--- config.mk ---
export PLATFORM = sky130hd
export DESIGN_NAME = spc_top
export DESIGN_NICKNAME = d
export VERILOG_FILES = /design/src/core/spc_pkg.sv /design/src/core/spc_slv_if.sv /design/src/core/spc_reset_ctl.sv /design/src/core/spc_slave_port.sv /design/src/core/spc_top.sv
export SDC_FILE = /design/constraint.sdc
export NUM_CORES = 1
export LEC_CHECK = 0
export ABC_CLOCK_PERIOD_IN_PS = 2150
export BUFFER_PORTS_ARGS = -buffer_cell sky130_fd_sc_hd__buf_2
export CORE_MARGIN = 3
export CORE_UTILIZATION = 52
export CTS_CLUSTER_SIZE = 12
export DETAILED_ROUTE_END_ITERATION = 8
export MAX_ROUTING_LAYER = met4
export PLACE_DENSITY = 0.93
export SYNTH_ARGS = -nofsm -noshare
export SYNTH_HDL_FRONTEND = slang
export SYNTH_HIERARCHICAL = 1
export SYNTH_SLANG_ARGS = --single-unit
export TNS_END_PERCENT = 50
--- constraint.sdc ---
create_clock -name clk_i -period 2.15 [get_ports clk_i]
set_input_delay 0.43 -clock clk_i [delete_from_list [all_inputs] [get_ports clk_i]]
set_output_delay 0.43 -clock clk_i [all_outputs]
set_load 0.05 [all_outputs]
--- src/core/spc_pkg.sv ---
// constants and types shared by the system pin control block
// assumes clk_i is the oscillator clock of the device
package spc_pkg;

  localparam int CLK_PERIOD_NS = 100;
  localparam int OSC_PERIOD_NS = 100;

  // reset input must stay low this many oscillator periods
  localparam int RST_IN_OSC = 64;
  // reset pin is pulled low at least this many periods on internal reset
  localparam int RST_OUT_OSC = 12;

  // least times, rounded up to whole clock cycles
  localparam int RST_IN_CYC =
    (RST_IN_OSC * OSC_PERIOD_NS + CLK_PERIOD_NS - 1) / CLK_PERIOD_NS;
  localparam int RST_OUT_CYC =
    (RST_OUT_OSC * OSC_PERIOD_NS + CLK_PERIOD_NS - 1) / CLK_PERIOD_NS;

  localparam int CNT_W = 8;

  // read or write strobe width of an external access, in cycles
  localparam int STB_CYC = 2;
  localparam int STB_W   = 2;

  // code fetch start address when external fetch is selected
  localparam logic [15:0] BOOT_VECTOR = 16'h0000;

  // port latches come out of reset as all ones, pins released
  localparam logic [7:0] PORT_RST_VAL = 8'hFF;

  typedef enum logic [2:0] {
    SPC_IDLE,
    SPC_ADDR,
    SPC_LATCH,
    SPC_STROBE,
    SPC_HOLD
  } spc_bus_st_t;

endpackage

--- src/core/spc_slv_if.sv ---
// interface between the pin control top and its slave port engine
// assumes the host modport side samples pins on the common clock
`timescale 1ns/100ps
interface spc_slv_if;
  logic        en;
  logic        wide;
  logic        rd_n;
  logic        wr_n;
  logic [15:0] din;
  logic [15:0] rdata;
  logic        drive;
  logic [15:0] dout;
  logic        wr_stb;
  logic        rd_stb;
  logic [15:0] wdata;

  modport host (output en, wide, rd_n, wr_n, din, rdata,
                input  drive, dout, wr_stb, rd_stb, wdata);
  modport slave (input  en, wide, rd_n, wr_n, din, rdata,
                 output drive, dout, wr_stb, rd_stb, wdata);
endinterface

--- src/core/spc_reset_ctl.sv ---
// reset input filter, reset-out drive and boot strap latch
// assumes rst_pin_i is the reset pin level, already synchronous to clk_i
`timescale 1ns/100ps
module spc_reset_ctl (
  input  wire logic clk_i,
  input  wire logic rst_n_i,
  input  wire logic rst_pin_i,
  input  wire logic int_rst_req_i,
  input  wire logic low_power_i,
  input  wire logic ext_fetch_select_i,
  output logic      sys_rst_o,
  output logic      rst_drive_o,
  output logic      wake_o,
  output logic      ext_fetch_o
);

  logic [spc_pkg::CNT_W-1:0] low_cnt_reg, low_cnt_next;
  logic [spc_pkg::CNT_W-1:0] out_cnt_reg, out_cnt_next;
  logic ext_rst_reg, ext_rst_next;
  logic sys_rst_reg, sys_rst_next;
  logic drive_reg, drive_next;
  logic wake_reg, wake_next;
  logic fetch_reg, fetch_next;

  always_comb begin
    low_cnt_next = low_cnt_reg;
    ext_rst_next = ext_rst_reg;
    out_cnt_next = out_cnt_reg;
    fetch_next   = fetch_reg;
    wake_next    = 1'b0;
    // our own low drive reads back on the pin and must not count
    if (rst_pin_i || drive_reg) begin
      low_cnt_next = '0;
    end else if (low_cnt_reg < spc_pkg::CNT_W'(spc_pkg::RST_IN_CYC)) begin
      low_cnt_next = low_cnt_reg + 1'b1;
    end
    if (rst_pin_i) begin
      ext_rst_next = 1'b0;
    end else if (!drive_reg) begin
      if (low_cnt_reg == spc_pkg::CNT_W'(spc_pkg::RST_IN_CYC - 1)) begin
        ext_rst_next = 1'b1;
      end
      // oscillator may be stopped: no filter in idle or power-down
      if (low_power_i && !ext_rst_reg) begin
        ext_rst_next = 1'b1;
        wake_next    = 1'b1;
      end
    end
    if (int_rst_req_i) begin
      out_cnt_next = spc_pkg::CNT_W'(spc_pkg::RST_OUT_CYC);
    end else if (out_cnt_reg != '0) begin
      out_cnt_next = out_cnt_reg - 1'b1;
    end
    drive_next   = (out_cnt_next != '0);
    sys_rst_next = ext_rst_next || drive_next;
    if (sys_rst_reg) begin
      fetch_next = !ext_fetch_select_i;
    end
  end

  always_ff @(posedge clk_i) begin
    if (!rst_n_i) begin
      low_cnt_reg <= '0;
      out_cnt_reg <= '0;
      ext_rst_reg <= 1'b0;
      sys_rst_reg <= 1'b1;
      drive_reg   <= 1'b0;
      wake_reg    <= 1'b0;
      fetch_reg   <= 1'b0;
    end else begin
      low_cnt_reg <= low_cnt_next;
      out_cnt_reg <= out_cnt_next;
      ext_rst_reg <= ext_rst_next;
      sys_rst_reg <= sys_rst_next;
      drive_reg   <= drive_next;
      wake_reg    <= wake_next;
      fetch_reg   <= fetch_next;
    end
  end

  assign sys_rst_o   = sys_rst_reg;
  assign rst_drive_o = drive_reg;
  assign wake_o      = wake_reg;
  assign ext_fetch_o = fetch_reg;

  // length of the current reset-out drive, for checking only
  logic [spc_pkg::CNT_W-1:0] drv_len_reg;
  always_ff @(posedge clk_i) begin
    if (!rst_n_i) begin
      drv_len_reg <= '0;
    end else begin
      drv_len_reg <= drive_reg ? drv_len_reg + 1'b1 : '0;
    end
  end
endmodule

--- src/core/spc_slave_port.sv ---
// slave port engine: the host strobes the read and write lanes
// assumes pins are synchronous to clk_i and the top registers drive values
`timescale 1ns/100ps
module spc_slave_port (
  input wire logic clk_i,
  input wire logic rst_n_i,
  spc_slv_if.slave s
);

  logic        rd_prev_reg, rd_prev_next;
  logic        wr_prev_reg, wr_prev_next;
  logic        wr_stb_reg, wr_stb_next;
  logic        rd_stb_reg, rd_stb_next;
  logic [15:0] wdata_reg, wdata_next;

  always_comb begin
    rd_prev_next = s.rd_n;
    wr_prev_next = s.wr_n;
    // data is taken when the host ends the write, once it is surely stable
    wr_stb_next  = s.en && s.wr_n && !wr_prev_reg;
    rd_stb_next  = s.en && !s.rd_n && rd_prev_reg;
    wdata_next   = wdata_reg;
    if (wr_stb_next) begin
      wdata_next = {s.wide ? s.din[15:8] : 8'h00, s.din[7:0]};
    end
  end

  always_ff @(posedge clk_i) begin
    if (!rst_n_i) begin
      rd_prev_reg <= 1'b1;
      wr_prev_reg <= 1'b1;
      wr_stb_reg  <= 1'b0;
      rd_stb_reg  <= 1'b0;
      wdata_reg   <= 16'h0000;
    end else begin
      rd_prev_reg <= rd_prev_next;
      wr_prev_reg <= wr_prev_next;
      wr_stb_reg  <= wr_stb_next;
      rd_stb_reg  <= rd_stb_next;
      wdata_reg   <= wdata_next;
    end
  end

  assign s.wr_stb = wr_stb_reg;
  assign s.rd_stb = rd_stb_reg;
  assign s.wdata  = wdata_reg;
  assign s.drive  = s.en && !s.rd_n;
  assign s.dout   = s.wide ? s.rdata : {8'h00, s.rdata[7:0]};
endmodule

--- src/core/spc_top.sv ---
// system pin control: reset pins, external memory bus, slave port, boot strap
// assumes all pin inputs are synchronous to clk_i; pads resolve the enables
//
// Notes on behaviour
// - reset input held low 64 oscillator periods resets the device.
// - port pins go to reset state while the reset input is low.
// - reset input asserted in idle or power-down restores normal run.
// - internal reset pulls the reset pin low at least 12 periods.
// - low address sits on low lanes when the latch strobe falls.
// - latch strobe pulses only for external data moves, else stays low.
// - low lanes carry low address, then the data byte, per access.
// - high lanes carry the upper address bits during external accesses.
// - read strobe is asserted throughout each external data read.
// - write strobe is asserted throughout each external data write.
// - in slave mode the host drives read and write strobes as inputs.
// - slave data low byte on low lanes; high byte only in 16-bit mode.
// - fetch select held low starts code fetch externally at 0000h.
// - fetch select is caught during reset and held afterwards.
// - pull-up control output floats while the detach bit is set.
`timescale 1ns/100ps
module spc_top (
  input  wire logic        clk_i,
  input  wire logic        rst_n_i,
  input  wire logic        rst_pin_i,
  output logic             rst_pin_o,
  output logic             rst_pin_oe_o,
  input  wire logic        int_rst_req_i,
  input  wire logic        low_power_i,
  output logic             sys_rst_o,
  output logic             wake_o,
  input  wire logic        external_fetch_select_i,
  output logic             code_fetch_ext_o,
  output logic [15:0]      boot_vector_o,
  input  wire logic        test_entry_pin_i,
  output logic             test_mode_o,
  input  wire logic        usb_detach_i,
  output logic             vref_o,
  output logic             vref_oe_o,
  input  wire logic        xreq_valid_i,
  input  wire logic        xreq_write_i,
  input  wire logic [15:0] xreq_addr_i,
  input  wire logic [7:0]  xreq_wdata_i,
  output logic             xreq_ready_o,
  output logic             xrsp_valid_o,
  output logic [7:0]       xrsp_rdata_o,
  input  wire logic        slave_mode_i,
  input  wire logic        slave_wide_i,
  input  wire logic [15:0] slv_rdata_i,
  output logic             slv_wr_o,
  output logic             slv_rd_o,
  output logic [15:0]      slv_wdata_o,
  input  wire logic [7:0]  ad_i,
  output logic [7:0]       ad_o,
  output logic             ad_oe_o,
  input  wire logic [7:0]  ahi_i,
  output logic [7:0]       ahi_o,
  output logic             ahi_oe_o,
  input  wire logic        rd_n_i,
  output logic             rd_n_o,
  output logic             rd_n_oe_o,
  input  wire logic        wr_n_i,
  output logic             wr_n_o,
  output logic             wr_n_oe_o,
  output logic             ale_o
);

  logic rst_drive;
  logic pin_rst;

  spc_reset_ctl u_rst (
    .clk_i              (clk_i),
    .rst_n_i            (rst_n_i),
    .rst_pin_i          (rst_pin_i),
    .int_rst_req_i      (int_rst_req_i),
    .low_power_i        (low_power_i),
    .ext_fetch_select_i (external_fetch_select_i),
    .sys_rst_o          (sys_rst_o),
    .rst_drive_o        (rst_drive),
    .wake_o             (wake_o),
    .ext_fetch_o        (code_fetch_ext_o)
  );

  // ports fall back while the pin is low even before the filter has run out
  assign pin_rst = !rst_pin_i || sys_rst_o;

  spc_slv_if slv ();

  assign slv.en    = slave_mode_i && !pin_rst;
  assign slv.wide  = slave_wide_i;
  assign slv.rd_n  = rd_n_i;
  assign slv.wr_n  = wr_n_i;
  assign slv.din   = {ahi_i, ad_i};
  assign slv.rdata = slv_rdata_i;

  spc_slave_port u_slv (
    .clk_i   (clk_i),
    .rst_n_i (rst_n_i),
    .s       (slv)
  );

  assign slv_wr_o    = slv.wr_stb;
  assign slv_rd_o    = slv.rd_stb;
  assign slv_wdata_o = slv.wdata;

  // external access sequencer state
  spc_pkg::spc_bus_st_t  st_reg, st_next;
  logic [spc_pkg::STB_W-1:0] cnt_reg, cnt_next;
  logic [15:0] addr_reg, addr_next;
  logic [7:0]  wdat_reg, wdat_next;
  logic        wr_reg, wr_next;
  logic [7:0]  rdata_reg, rdata_next;
  logic        rvalid_reg, rvalid_next;
  logic        ready_reg, ready_next;

  always_comb begin
    st_next     = st_reg;
    cnt_next    = cnt_reg;
    addr_next   = addr_reg;
    wdat_next   = wdat_reg;
    wr_next     = wr_reg;
    rdata_next  = rdata_reg;
    rvalid_next = 1'b0;
    unique case (st_reg)
      spc_pkg::SPC_IDLE: begin
        if (xreq_valid_i && ready_reg && !slave_mode_i) begin
          st_next   = spc_pkg::SPC_ADDR;
          addr_next = xreq_addr_i;
          wdat_next = xreq_wdata_i;
          wr_next   = xreq_write_i;
        end
      end
      spc_pkg::SPC_ADDR: begin
        st_next = spc_pkg::SPC_LATCH;
      end
      spc_pkg::SPC_LATCH: begin
        st_next  = spc_pkg::SPC_STROBE;
        cnt_next = spc_pkg::STB_W'(spc_pkg::STB_CYC - 1);
      end
      spc_pkg::SPC_STROBE: begin
        if (cnt_reg == '0) begin
          st_next     = spc_pkg::SPC_HOLD;
          rvalid_next = 1'b1;
          if (!wr_reg) begin
            rdata_next = ad_i;
          end
        end else begin
          cnt_next = cnt_reg - 1'b1;
        end
      end
      spc_pkg::SPC_HOLD: begin
        st_next = spc_pkg::SPC_IDLE;
      end
    endcase
    // an access cut short by reset gives no answer
    if (pin_rst) begin
      st_next     = spc_pkg::SPC_IDLE;
      rvalid_next = 1'b0;
    end
    ready_next = (st_next == spc_pkg::SPC_IDLE) && !slave_mode_i && !pin_rst;
  end

  always_ff @(posedge clk_i) begin
    if (!rst_n_i) begin
      st_reg     <= spc_pkg::SPC_IDLE;
      cnt_reg    <= '0;
      addr_reg   <= 16'h0000;
      wdat_reg   <= 8'h00;
      wr_reg     <= 1'b0;
      rdata_reg  <= 8'h00;
      rvalid_reg <= 1'b0;
      ready_reg  <= 1'b0;
    end else begin
      st_reg     <= st_next;
      cnt_reg    <= cnt_next;
      addr_reg   <= addr_next;
      wdat_reg   <= wdat_next;
      wr_reg     <= wr_next;
      rdata_reg  <= rdata_next;
      rvalid_reg <= rvalid_next;
      ready_reg  <= ready_next;
    end
  end

  assign xreq_ready_o = ready_reg;
  assign xrsp_valid_o = rvalid_reg;
  assign xrsp_rdata_o = rdata_reg;

  // pin drive, computed from the next state so pins and state move together
  logic       ale_reg, ale_next;
  logic [7:0] ad_reg, ad_next;
  logic       ad_oe_reg, ad_oe_next;
  logic [7:0] ahi_reg, ahi_next;
  logic       ahi_oe_reg, ahi_oe_next;
  logic       rd_reg, rd_next;
  logic       wrs_reg, wrs_next;
  logic       strb_oe_reg, strb_oe_next;
  logic       mas_addr;
  logic       mas_data;

  always_comb begin
    mas_addr = (st_next == spc_pkg::SPC_ADDR) || (st_next == spc_pkg::SPC_LATCH);
    mas_data = wr_next &&
               ((st_next == spc_pkg::SPC_STROBE) || (st_next == spc_pkg::SPC_HOLD));
    ale_next     = (st_next == spc_pkg::SPC_ADDR);
    ad_oe_next   = mas_addr || mas_data;
    ad_next      = mas_addr ? addr_next[7:0] : wdat_next;
    ahi_oe_next  = (st_next != spc_pkg::SPC_IDLE);
    ahi_next     = addr_next[15:8];
    rd_next      = !((st_next == spc_pkg::SPC_STROBE) && !wr_next);
    wrs_next     = !((st_next == spc_pkg::SPC_STROBE) && wr_next);
    strb_oe_next = 1'b1;
    // the slave port owns the lanes only while no master access runs
    if (slv.en && st_next == spc_pkg::SPC_IDLE) begin
      ad_oe_next   = slv.drive;
      ad_next      = slv.dout[7:0];
      ahi_oe_next  = slv.drive && slave_wide_i;
      ahi_next     = slv.dout[15:8];
      strb_oe_next = 1'b0;
      rd_next      = 1'b1;
      wrs_next     = 1'b1;
    end
    if (pin_rst) begin
      ale_next     = 1'b0;
      ad_oe_next   = 1'b0;
      ad_next      = spc_pkg::PORT_RST_VAL;
      ahi_oe_next  = 1'b0;
      ahi_next     = spc_pkg::PORT_RST_VAL;
      rd_next      = 1'b1;
      wrs_next     = 1'b1;
      strb_oe_next = 1'b0;
    end
  end

  always_ff @(posedge clk_i) begin
    if (!rst_n_i) begin
      ale_reg     <= 1'b0;
      ad_reg      <= spc_pkg::PORT_RST_VAL;
      ad_oe_reg   <= 1'b0;
      ahi_reg     <= spc_pkg::PORT_RST_VAL;
      ahi_oe_reg  <= 1'b0;
      rd_reg      <= 1'b1;
      wrs_reg     <= 1'b1;
      strb_oe_reg <= 1'b0;
    end else begin
      ale_reg     <= ale_next;
      ad_reg      <= ad_next;
      ad_oe_reg   <= ad_oe_next;
      ahi_reg     <= ahi_next;
      ahi_oe_reg  <= ahi_oe_next;
      rd_reg      <= rd_next;
      wrs_reg     <= wrs_next;
      strb_oe_reg <= strb_oe_next;
    end
  end

  assign ale_o     = ale_reg;
  assign ad_o      = ad_reg;
  assign ad_oe_o   = ad_oe_reg;
  assign ahi_o     = ahi_reg;
  assign ahi_oe_o  = ahi_oe_reg;
  assign rd_n_o    = rd_reg;
  assign wr_n_o    = wrs_reg;
  assign rd_n_oe_o = strb_oe_reg;
  assign wr_n_oe_o = strb_oe_reg;

  // misc pins: reset-out drive, strap results, test entry, usb pull-up
  logic        rst_oe_reg;
  logic [15:0] boot_reg;
  logic        test_reg;
  logic        vref_oe_reg;

  always_ff @(posedge clk_i) begin
    if (!rst_n_i) begin
      rst_oe_reg  <= 1'b0;
      boot_reg    <= spc_pkg::BOOT_VECTOR;
      test_reg    <= 1'b0;
      vref_oe_reg <= 1'b0;
    end else begin
      rst_oe_reg  <= rst_drive;
      boot_reg    <= spc_pkg::BOOT_VECTOR;
      // a low test entry pin means test mode; normal use keeps it high
      test_reg    <= !test_entry_pin_i;
      vref_oe_reg <= !usb_detach_i;
    end
  end

  // open drain: only ever pulls low, the enable does the work
  assign rst_pin_o     = 1'b0;
  assign rst_pin_oe_o  = rst_oe_reg;
  assign boot_vector_o = boot_reg;
  assign test_mode_o   = test_reg;
  assign vref_o        = 1'b1;
  assign vref_oe_o     = vref_oe_reg;
endmodule

# After elaboration in Yosys (flattened, before gate mapping)
# Index checks and enable logic that the tools add are counted.
# Widths: inputs -> output; s select.
[totals] reg_bits=106 latch_bits=0 ram_bits=0 romBits=0 input_bits=70 output_inout_bits=75 memories=0
[classes] n_addsub=3 multipliers=0 n_div=0 n_lt_le_gt_ge=1 eq_ne=10 shift=0 muxes=28 bitwise_logic=3 n_reduce_logical=47
[op_table] op="$mux 8" count=8
[op_table] op="$mux 16" count=3
[op_table] op="$reduce_bool 8->1" count=2
[op_table] op="$logic_and 1x1->1" count=15
[op_table] op="$pmux 3 s5" count=1
[op_table] op="$eq 3x2->1 const B" count=4
[op_table] op="$logic_not 1->1" count=12
[op_table] op="$mux 1" count=11
[op_table] op="$mux 3" count=3
[op_table] op="$reduce_or 3->1" count=3
[op_table] op="$add 8x1->8 const B" count=1
[op_table] op="$eq 8x6->1 const B" count=1
[op_table] op="$lt 8x7->1 const B" count=1
[op_table] op="$sub 8x1->8 const B" count=1
[op_table] op="$eq 3x1->1 const B" count=2
[op_table] op="$eq 3x3->1 const B" count=2
[op_table] op="$logic_not 3->1" count=2
[op_table] op="$logic_or 1x1->1" count=6
[op_table] op="$pmux 2 s2" count=1
[op_table] op="$reduce_or 2->1" count=2
[op_table] op="$not 1->1" count=3
[op_table] op="$reduce_and 3->1" count=1
[op_table] op="$reduce_bool 3->1" count=1
[op_table] op="$logic_not 2->1" count=1
[op_table] op="other kinds (5)" count=5

# Logic depth before layout (Yosys ltp)
# Gate-level depths: netlist of the first run.
[depth] ltp_word=10 ltp_mapped=7 mapped_depth_nobuf=6

# By module
# Netlist of the first run, hierarchy kept.
[by_module_without_submodules] module="spc_top" instances=1 cells_per_inst=319 area_each_um2=3002.9 seq_area_each_um2=1301.2
[by_module_without_submodules] module="spc_reset_ctl" instances=1 cells_per_inst=100 area_each_um2=930.9 seq_area_each_um2=420.4
[by_module_without_submodules] module="spc_slave_port" instances=1 cells_per_inst=97 area_each_um2=895.9 seq_area_each_um2=400.4

# Worst setup path after synthesis of the first run
# OpenSTA, ideal clock, no wires.
[synth_timing] path_kind="flip-flop to flip-flop" start="register ready_reg, in the netlist xreq_ready_o" end="register ad_reg[7], in the netlist ad_o[7]" arrival_time_ns=1.598 required_time_ns=2.026 path_slack_ns=0.428 stages_incl_launch_ff=7 path_buffers=2 synth_period_minus_slack_ns=1.722 cell_sequence="dfxtp_1 -> and3b_1 -> buf_6 -> buf_2 -> nand2_1 -> a221oi_2 -> o31ai_2"
[synth_via] elab_chain_cells=9 word_cells_on_any_way=16
[synth_lines] element="from (decl)" line="spc_top.sv:113" rtl="logic ready_reg, ready_next;"
[synth_lines] element="from (signal assigned)" line="spc_top.sv:180" rtl="ready_reg <= ready_next;"
[synth_lines] element="$logic_and 1x1->1 * (2 in series)" line="spc_top.sv:125" rtl="if (xreq_valid_i && ready_reg && !slave_mode_i) begin"
[synth_lines] element="$mux 3" line="spc_top.sv:125"
[synth_lines] element="$pmux 3 s5" line="spc_top.sv:123" rtl="unique case (st_reg)"
[synth_lines] element="$mux 3" line="spc_top.sv:155" rtl="if (pin_rst) begin"
[synth_lines] element="$eq 3x1->1 / $eq 3x2->1 (equally long branches)" line="spc_top.sv:201" rtl="mas_addr = (st_next == spc_pkg::SPC_ADDR) || (st_next == spc_pkg::SPC_LATCH);"
[synth_lines] element="$logic_or 1x1->1" line="spc_top.sv:201"
[synth_lines] element="$mux 8" line="spc_top.sv:206" rtl="ad_next = mas_addr ? addr_next[7:0] : wdat_next;"
[synth_lines] element="$mux 8 *" line="spc_top.sv:213" rtl="if (slv.en && st_next == spc_pkg::SPC_IDLE) begin"
[synth_lines] element="to (signal assigned)" line="spc_top.sv:237" rtl="ad_reg <= spc_pkg::PORT_RST_VAL;"
[synth_lines] element="to (signal assigned)" line="spc_top.sv:246" rtl="ad_reg <= ad_next;"
[synth_lines] element="to (decl)" line="spc_top.sv:190" rtl="logic [7:0] ad_reg, ad_next;"
# Mark *: on every way between the ends. The rest lies on a longest branch, timed or not.
# A chain may end at the register's enable or synchronous reset.

# Worst setup path after layout of the first run
[layout_timing] start="register st_reg[2]" end="register ad_reg[3], in the netlist ad_o[3]"
[layout_via] elab_chain_cells=7 word_cells_on_any_way=18
[layout_lines] element="from (decl)" line="spc_top.sv:106" rtl="spc_pkg::spc_bus_st_t st_reg, st_next;"
[layout_lines] element="from (signal assigned)" line="spc_top.sv:164" rtl="st_reg <= spc_pkg::SPC_IDLE;"
[layout_lines] element="from (signal assigned)" line="spc_top.sv:173" rtl="st_reg <= st_next;"
[layout_lines] element="$eq 3x3->1, or another cell as far along" line="spc_top.sv:123"
[layout_lines] element="$pmux 3 s5" line="spc_top.sv:123"
[layout_lines] element="$mux 3" line="spc_top.sv:155"
[layout_lines] element="$eq 3x1->1 / $eq 3x2->1 (equally long branches)" line="spc_top.sv:201"
[layout_lines] element="$logic_or 1x1->1" line="spc_top.sv:201"
[layout_lines] element="$mux 8" line="spc_top.sv:206"
[layout_lines] element="$mux 8 *" line="spc_top.sv:213"
# Marked as above.

==> results.rst, run 1 <==
.. list-table::
   :header-rows: 1

   * - Metric
     - Value
   * - Result of the run
     - completed
   * - Initial antenna violation count
     - 0
   * - Total detailed-routing wirelength
     - around 11000 um
   * - Number of enable-type register cells in the synthesized netlist
     - 0
   * - Worst flop-to-flop path endpoint
     - ad_o[3]$_SDFF_PP1_
   * - Sort of element at the end of the critical path
     - flip-flop
   * - CTS tree
     - yes
   * - Detailed-placement wirelength estimate
     - about 8000 um
   * - Kind of critical path
     - reg -> reg
   * - Non-Filler Cell Area, Final
     - 5530 um^2
   * - Wire length of the first global-routing pass
     - about 17000 um
   * - Antenna Violating Nets Remaining
     - 0
   * - Post CTS Setup Buffer Count
     - 0
   * - Post-synthesis cell area
     - 4830 um^2
   * - Cells along the critical path
     - nand2b_1 > o211ai_2 > nor4_1 > o31ai_1
   * - Synthesized flop and latch total
     - 106
   * - Number of cells traversed by the worst register-to-register path
     - 4
   * - Area used by sequential logic in the layout
     - 2120 um^2
   * - Data required time at the worst endpoint
     - 2.38 ns
   * - Final hold violations
     - 0
   * - Warnings, synthesis
     - 6
   * - Count of unique library cells instantiated by Yosys
     - between 50 and 60
   * - Number of hold-repair buffers added at the cts stage
     - 0
   * - Transition time at the pin with the least slew margin
     - 0.600 ns
   * - Average cell area after synthesis
     - about 9.4 um^2
   * - Net count reported at finish
     - 691
   * - Critical path data arrival time
     - between 2 and 2.5 ns
   * - Htree depth
     - 3
   * - Number of placement rows
     - 34
   * - Leading area contributor after synthesis
     - sky130_fd_sc_hd__dfxtp_1
   * - Max Clock Skew
     - 0.00979 ns
   * - Startpoint of the lowest-slack hold path
     - usb_detach_i
   * - Top FF cell, synth
     - sky130_fd_sc_hd__dfxtp_1
   * - Largest stage delay on the critical path
     - slightly above 0.6 ns
   * - Final setup violation count
     - 0
   * - R2R Path Start
     - st_reg[2]$_SDFF_PN0_
   * - CTS root buffer
     - sky130_fd_sc_hd__clkbuf_8
   * - Worst slew slack as a fraction of its limit
     - between 50% and 60%
   * - Tot Pwr
     - between 3 and 4 mW
   * - Yosys top cell area share
     - 43.9%
   * - Async set or reset register ratio after synthesis
     - 0%
   * - Total GRT Usage
     - 21.3%
   * - Final setup margin
     - 0.339 ns
   * - Global placer's final weighted congestion
     - approximately 0.9
   * - Cts bufs inserted
     - 9
   * - Hold WC Path Type
     - in -> reg
   * - Number of buffers inserted by port buffering
     - 126
   * - Router iterations before antenna repair
     - 4
   * - Utilization after layout
     - slightly above 60%
   * - Initial cell density of the core
     - 54.3%
   * - Reg-to-reg slack, setup
     - 0.34 ns
   * - Dominant cells by area after synthesis
     - sky130_fd_sc_hd__dfxtp_1 (44%), sky130_fd_sc_hd__mux2i_1 (5.6%), sky130_fd_sc_hd__buf_4 (4.5%), sky130_fd_sc_hd__o21a_1 (3.9%), sky130_fd_sc_hd__and3_1 (3.5%)
   * - Final cycle utilization of the critical path
     - 84.2%
   * - Worst setup SP type
     - flip-flop
   * - Leakage power of the design
     - approximately 2.4 nW
   * - Cells after DPL
     - between 700 and 800
   * - Non-filler instance count after layout
     - 730
   * - Post-Route Hold Slack
     - between 0.2 and 0.25 ns
   * - Floorplan die width
     - ~100 um
   * - Number of top-level pins
     - roughly 150
   * - Final count of pins violating max slew
     - 0
   * - Clock slew seen by the registers of the worst setup and hold paths
     - ~0.10 ns
   * - Final global-route overflow total
     - 0
   * - Syn-to-layout area delta
     - 14.5%
   * - Floorplan die area
     - 10500 um^2
   * - Minimum clock period
     - 1.81 ns
   * - Number of global-route vias before repair
     - 3828
   * - Post-route DRC violation count
     - 0
   * - Cell type of the slowest stage on the worst timing path
     - sky130_fd_sc_hd__dfxtp_1
   * - Setup total negative slack
     - 0 ns
   * - Power density over the cells
     - 689 nW/um^2
   * - Maximum clock frequency
     - approximately 550 MHz
   * - TritonCTS Sinks
     - about 110
   * - Placed inst area
     - around 5300 um^2
   * - Most common library cell in the layout ignoring fill and taps
     - sky130_fd_sc_hd__buf_2
   * - Wire length per cell
     - 15.0 um
   * - Multi-input logic area
     - 2330 um^2
   * - Std-Cell Core Area
     - 8890 um^2
   * - Fraction of layout instances using a drive strength above 1
     - between 20% and 30%
   * - Max Root-Sink Buffers
     - 2
   * - Number of max-cap violations
     - 0
   * - Commonest cells after routing, fill and taps aside
     - sky130_fd_sc_hd__buf_2 (126), sky130_fd_sc_hd__dfxtp_1 (106), sky130_fd_sc_hd__nand2_1 (38)
   * - Unrepaired setup endpoints after global routing
     - no
   * - Post-Syn Instances
     - 516
   * - Endpoint with the worst hold slack
     - vref_oe_o$_SDFF_PN0_
   * - Die Ht
     - 102 um
   * - Maximum number of pins on one net before global-route repair
     - 54
   * - Worst hold path stage count
     - 2
   * - Drt first-iter violations
     - 151
   * - Highest fanout seen on the critical path
     - 12
   * - Worst setup slack before clock tree synthesis
     - about 0.22 ns
   * - Average vias per placed instance
     - ~5.4
   * - Worst supply voltage drop on vdd
     - 364 uV
   * - Fillers
     - 740
   * - Total via count after detailed routing
     - 3969
   * - Gates resized, CTS repair
     - 0
   * - Source-to-sink clock delay at the later pin of the worst-skew pair
     - 0.36 ns
   * - Sequential share of the synthesized area
     - approximately 44%
==> layout make-up <==
cell class,count,area share (%)
diodes,1,0.0452
clock buffers,10,2.31
inverters,8,0.543
well taps,108,2.44
clock inverters,5,1.45
multi-input cells,359,42.0
repair buffers,133,12.8
flip-flops and latches,106,38.4
==> critical path: cells and delay by family, from the launching register on <==
kind	cells	cell delay (ns)
simple gates	2	0.68
flops	1	0.62
compound gates	2	0.37
==> power by group <==
group / internal (mW) / leakage, nW / switching (mW) / total, mW
registers: 2.00 / 0.858 / 0.0313 / 2.03
clock network: 0.649 / 0.0984 / 0.641 / 1.29
logic: 0.173 / 1.46 / 0.316 / 0.490
==> kinds of logic (layout without fill, tap and decap cells) <==
group                    after synthesis  after routing  share of synthesized area (%)
AND/OR/NAND/NOR                      192            192                           22.2
other                                  2             19                          0.155
flip-flops                           106            106                           43.9
adder cells (fa/ha/maj)                4              4                           1.04
multiplexers                          27             27                           5.60
buffers and inverters                 67            156                           9.15
AO/OA/AOI/OAI                        110            110                           16.5
XOR/XNOR                               8              8                           1.45
==> cell usage after synthesis, types with 3 or more instances <==
cell type and number:
sky130_fd_sc_hd__a211oi_1 11, sky130_fd_sc_hd__a21boi_0 21, sky130_fd_sc_hd__a21oi_1 18, sky130_fd_sc_hd__and2_1 14, sky130_fd_sc_hd__and3_1 27, sky130_fd_sc_hd__buf_2 13
sky130_fd_sc_hd__buf_4 29, sky130_fd_sc_hd__buf_6 6, sky130_fd_sc_hd__clkbuf_1 7, sky130_fd_sc_hd__clkbuf_2 3, sky130_fd_sc_hd__dfxtp_1 106, sky130_fd_sc_hd__ha_1 4
sky130_fd_sc_hd__inv_1 8, sky130_fd_sc_hd__mux2i_1 27, sky130_fd_sc_hd__nand2_1 38, sky130_fd_sc_hd__nand2b_1 5, sky130_fd_sc_hd__nand3_1 13, sky130_fd_sc_hd__nand3b_1 4
sky130_fd_sc_hd__nand4_1 4, sky130_fd_sc_hd__nor2_1 36, sky130_fd_sc_hd__nor2b_1 16, sky130_fd_sc_hd__nor3_1 9, sky130_fd_sc_hd__nor3b_1 3, sky130_fd_sc_hd__nor4_1 8
sky130_fd_sc_hd__o211a_1 3, sky130_fd_sc_hd__o21a_1 25, sky130_fd_sc_hd__o21ai_0 9, sky130_fd_sc_hd__o21ai_1 4, sky130_fd_sc_hd__o31ai_1 8, sky130_fd_sc_hd__xor2_1 6
==> per-layer routing <==
layer / routed length [um] / GRT usage, %
met1: 4660 / 25.8
met2: 5510 / 36.0
met3: 594 / 3.28
met4: 195 / 7.67
met5: 0 / -
==> worst max-delay path by stage <==
stage | startpoint | endpoint | slack, ns
floorplan | xreq_ready_o$_SDFF_PN0_ | ad_o[7]$_SDFF_PP1_ | 0.43
global placement | slave_mode_i | ad_o[7]$_SDFF_PP1_ | 0.29
detailed placement | slave_mode_i | ad_o[3]$_SDFF_PP1_ | 0.22
CTS | st_reg[2]$_SDFF_PN0_ | ad_o[5]$_SDFF_PP1_ | 0.37
global route | st_reg[2]$_SDFF_PN0_ | ad_o[5]$_SDFF_PP1_ | 0.22
finish | st_reg[2]$_SDFF_PN0_ | ad_o[3]$_SDFF_PP1_ | 0.34
(Power assumes the default switching activity.)
==> run 2, diff against run 1 <==
--- a/config.mk
+++ b/config.mk
@@ -5,14 +5,15 @@
 export SDC_FILE = /design/constraint.sdc
 export NUM_CORES = 1
 export LEC_CHECK = 0
-export ABC_CLOCK_PERIOD_IN_PS = 2150
+export ABC_AREA = 1
+export ABC_CLOCK_PERIOD_IN_PS = 1500
 export BUFFER_PORTS_ARGS = -buffer_cell sky130_fd_sc_hd__buf_2
 export CORE_MARGIN = 3
-export CORE_UTILIZATION = 52
+export CORE_UTILIZATION = 46
 export CTS_CLUSTER_SIZE = 12
 export DETAILED_ROUTE_END_ITERATION = 8
 export MAX_ROUTING_LAYER = met4
-export PLACE_DENSITY = 0.93
+export PLACE_DENSITY = 0.87
 export SYNTH_ARGS = -nofsm -noshare
 export SYNTH_HDL_FRONTEND = slang
 export SYNTH_HIERARCHICAL = 1
==> constraint.sdc (replaced) <==
create_clock -name clk_i -period 1.5 [get_ports clk_i]
set_input_delay 0.3 -clock clk_i [delete_from_list [all_inputs] [get_ports clk_i]]
set_output_delay 0.3 -clock clk_i [all_outputs]
set_load 0.05 [all_outputs]
==> run 2 against run 1 <==
Compared with the run above: the run now ends with setup timing left; clock skew is 0.00053 ns higher; worst setup slack worse by 0.41 ns; via count is 16% higher; worst hold slack worse by 0.13 ns; non-clock buffer count is 51 higher; utilization is 3.9 points higher; global-route usage is 0.51 points higher; critical endpoint is now ad_o[5]$_SDFF_PP1_.
==> results.rst, run 2 <==
.. list-table::
   :header-rows: 1

   * - Metric
     - Value
   * - Internal power
     - 4.24 mW
   * - Sort of element at the end of the critical path
     - flip-flop
   * - Cell type of the slowest stage on the worst timing path
     - sky130_fd_sc_hd__dfxtp_2
   * - Wire length of the first global-routing pass
     - 19800 um
   * - Clock power share
     - 35.8%
   * - Switching Fraction
     - 26.5%
   * - Yosys top cell area share
     - 44.2%
   * - CTS tree
     - yes
   * - Detailed-placement wirelength estimate
     - 8260 um
   * - Critical path data arrival time
     - 1.82 ns
   * - Sequential share of the synthesized area
     - 44.2%
   * - Number of global-route vias before repair
     - between 4000 and 5000
   * - Total GRT Usage
     - 21.8%
   * - Final setup margin
     - -0.0748 ns
   * - Data required time at the worst endpoint
     - 1.75 ns
   * - Net count reported at finish
     - 890
   * - Die Ht
     - around 110 um
   * - Leakage power of the design
     - 3.39 nW
   * - Final cycle utilization of the critical path
     - 105%
   * - Dominant cells by area after synthesis
     - sky130_fd_sc_hd__dfxtp_1 (44%), sky130_fd_sc_hd__nand2_1 (11%), sky130_fd_sc_hd__nor2_1 (8.4%), sky130_fd_sc_hd__inv_1 (7.0%), sky130_fd_sc_hd__buf_4 (4.8%)
   * - Total detailed-routing wirelength
     - 12800 um
   * - Floorplan die area
     - 11700 um^2
   * - Non-filler instance count after layout
     - approximately 950
   * - Final count of pins violating max slew
     - 0
   * - Minimum clock period
     - 1.57 ns
   * - Portion of total power attributed to sequential cells
     - about half
   * - Cell with the most instances after synthesis
     - sky130_fd_sc_hd__nand2_1
   * - Average vias per placed instance
     - 4.82
   * - Initial antenna violation count
     - 0
   * - Setup total negative slack
     - -0.521 ns
   * - Post-synthesis cell area
     - 4800 um^2
   * - Floorplan die width
     - 108 um
   * - Max Root-Sink Buffers
     - 2
   * - Std-Cell Core Area
     - around 10000 um^2
   * - Most common library cell in the layout ignoring fill and taps
     - sky130_fd_sc_hd__nand2_1
   * - Max Clock Skew
     - a little over 0.01 ns
   * - Dominant delay contributor by cell family on the critical path
     - simple AND/OR/NAND/NOR gates
   * - Highest fanout seen on the critical path
     - 4
   * - Fraction of layout instances using a drive strength above 1
     - 36.3%
   * - Result of the run
     - finished with violations
   * - Hold WC Path Type
     - in -> reg
   * - Worst supply voltage drop on vdd
     - roughly 560 uV
   * - Warnings, synthesis
     - 6
   * - Cells after DPL
     - 924
   * - Leading area contributor after synthesis
     - sky130_fd_sc_hd__dfxtp_1
   * - Utilization after layout
     - 66.2%
   * - Switching power total
     - between 1.5 and 2 mW
   * - Source-to-sink clock delay at the later pin of the worst-skew pair
     - between 0.3 and 0.4 ns
   * - Number of top-level pins
     - 145
   * - Violations in the final reports
     - setup timing
   * - Global placer's final weighted congestion
     - 0.874
   * - Power density over the cells
     - between 800 and 900 nW/um^2
   * - Commonest cells after routing, fill and taps aside
     - sky130_fd_sc_hd__nand2_1 (131), sky130_fd_sc_hd__buf_2 (126), sky130_fd_sc_hd__nor2_1 (105)
   * - Combinational group share of total power
     - 14.0%
   * - Drt first-iter violations
     - approximately 170
   * - Worst setup SP type
     - flip-flop
   * - Number of enable-type register cells in the synthesized netlist
     - 0
   * - Unrepaired setup endpoints after global routing
     - yes
   * - Total via count after detailed routing
     - 4600
   * - Cells along the critical path
     - inv_2 > buf_4 > nand3_1 > nand3_2 > nand2_4 > nand2_8 > nand3_4 > nor2_8 > clkbuf_16 > a21oi_2 > nand2_1
   * - CTS root buffer
     - sky130_fd_sc_hd__clkbuf_8
   * - Multi-input logic area
     - 2450 um^2
   * - Wire length per cell
     - 13.4 um
   * - Antenna Violating Nets Remaining
     - 0
   * - Combinational family with the most area after synthesis
     - simple AND/OR/NAND/NOR gates
   * - Number of max-cap violations
     - 0
   * - Syn-to-layout area delta
     - 37.1%
   * - Router iterations before antenna repair
     - 5
   * - Final hold violations
     - 0
   * - Async set or reset register ratio after synthesis
     - 0%
   * - Cts bufs inserted
     - 9
   * - Initial cell density of the core
     - 48.2%
   * - Synthesized flop and latch total
     - 106
   * - Antenna diode count
     - 0
   * - Post-route DRC violation count
     - 0
   * - XOR/XNOR Fraction of Synth Area
     - 0.365%
   * - Number of placement rows
     - 36
   * - Clock slew seen by the registers of the worst setup and hold paths
     - roughly 0.10 ns
   * - Largest stage delay on the critical path
     - 0.39 ns
   * - Maximum number of pins on one net before global-route repair
     - 34
   * - List of most frequent post-synthesis cells
     - sky130_fd_sc_hd__nand2_1 (140), sky130_fd_sc_hd__nor2_1 (108), sky130_fd_sc_hd__dfxtp_1 (106)
   * - Fillers
     - 789
   * - TritonCTS Sinks
     - 106
   * - Synth Area in Adders
     - 1.04%
   * - Area used by sequential logic in the layout
     - around 2100 um^2
   * - Count of unique library cells instantiated by Yosys
     - 40
   * - Final global-route overflow total
     - 0
   * - Number of buffers inserted by port buffering
     - 126
   * - Top FF cell, synth
     - sky130_fd_sc_hd__dfxtp_1
   * - Maximum clock frequency
     - 635 MHz
   * - Post-Syn Instances
     - 654
   * - Post-synthesis mux area share
     - ~1.7%
   * - Simple-gate portion of the synthesized area
     - 31.4%
   * - Post-synthesis compound-gate area fraction
     - 6.49%
   * - Buffers plus inverters on the worst setup path
     - 3
   * - Final setup violation count
     - 16
   * - Number of hold-repair buffers added at the cts stage
     - 0
   * - Htree depth
     - 3
   * - Average cell area after synthesis
     - 7.34 um^2
   * - Kind of critical path
     - reg -> reg
## run 2: cell types whose count changed after synthesis, sizes merged, moves of 15 or more
| cell | delta |
|---|---|
| nor2 | +82 |
| nand2 | +112 |
| a21boi | -24 |
| and2 | -15 |
| mux2i | -19 |
| nand3 | +29 |
| nor2b | -16 |
| o21a | -23 |
| o21ai | +18 |
| inv | +86 |
| and3 | -27 |
## run 2: final timing paths
path                                     start                      end  slack, ns  depth (start not counted)
setup / recovery          st_reg[0]$_SDFF_PN0_       ad_o[5]$_SDFF_PP1_      -0.07                         11
hold / removal                    usb_detach_i     vref_oe_o$_SDFF_PN0_       0.08                          2
setup reg to reg          st_reg[0]$_SDFF_PN0_       ad_o[5]$_SDFF_PP1_      -0.07                         11
hold reg to reg   u_rst/ext_rst_reg$_SDFF_PN0_  u_rst/wake_o$_SDFF_PP0_       0.43                          1
## run 2: logic make-up (layout without fill, tap and decap cells)
kind of cell,count (synthesis),count (layout)
buffers and inverters,143,294
XOR/XNOR,2,2
adder cells (fa/ha/maj),4,4
AO/OA/AOI/OAI,57,57
flip-flops,106,106
multiplexers,8,8
AND/OR/NAND/NOR,332,332
other,2,18
## run 2: per-stage QoR
| step | power (mW) | area [um^2] | hold slack [ns] | worst slack (ns) |
|---|---|---|---|---|
| CTS | 5.78 | 6370 | 0.0679 | -0.00901 |
| global placement | 3.70 | 5710 | 0.406 | -0.117 |
| detailed placement | 3.72 | 5710 | 0.416 | -0.135 |
| floorplan | 3.56 | 4880 | 0.369 | 0.00931 |
| finish | 5.77 | 6590 | 0.0850 | -0.0748 |
| global route | 6.02 | 6590 | 0.0748 | -0.118 |
## run 2: power by group through the flow
stage | Clock [mW] | Sequential (mW) | Combinational [mW]
2_1_floorplan | 0 | 3.01 | 0.551
4_1_cts | 2.11 | 2.90 | 0.778
5_1_grt | 2.23 | 2.90 | 0.889
3_3_place_gp | 0 | 2.96 | 0.742
6_report | 2.07 | 2.89 | 0.807
3_5_place_dp | 0 | 2.96 | 0.755
## run 2: cell type report
class                   count  share of cell area [%]
clock inverters             6                    1.75
clock buffers              10                    1.94
inverters                  94                    5.40
flip-flops and latches    106                    32.4
multi-input cells         421                    37.2
well taps                 133                    2.53
repair buffers            184                    18.8
## run 2: repair_timing
item,in CTS,in global routing
cloned,3,1
setup endpoints to repair,23,36
pin swaps,18,15
setup buffers,6,4
resized for setup,76,35
## run 2: per-layer routing
layer  routed length [um]  part of all wire [%]  global-route usage, %
met3                  767                   6.0                   3.28
met2                 6530                    51                   38.9
met4                  262                   2.1                   6.67
met1                 5200                    41                   25.2
met5                    0                     0                      -
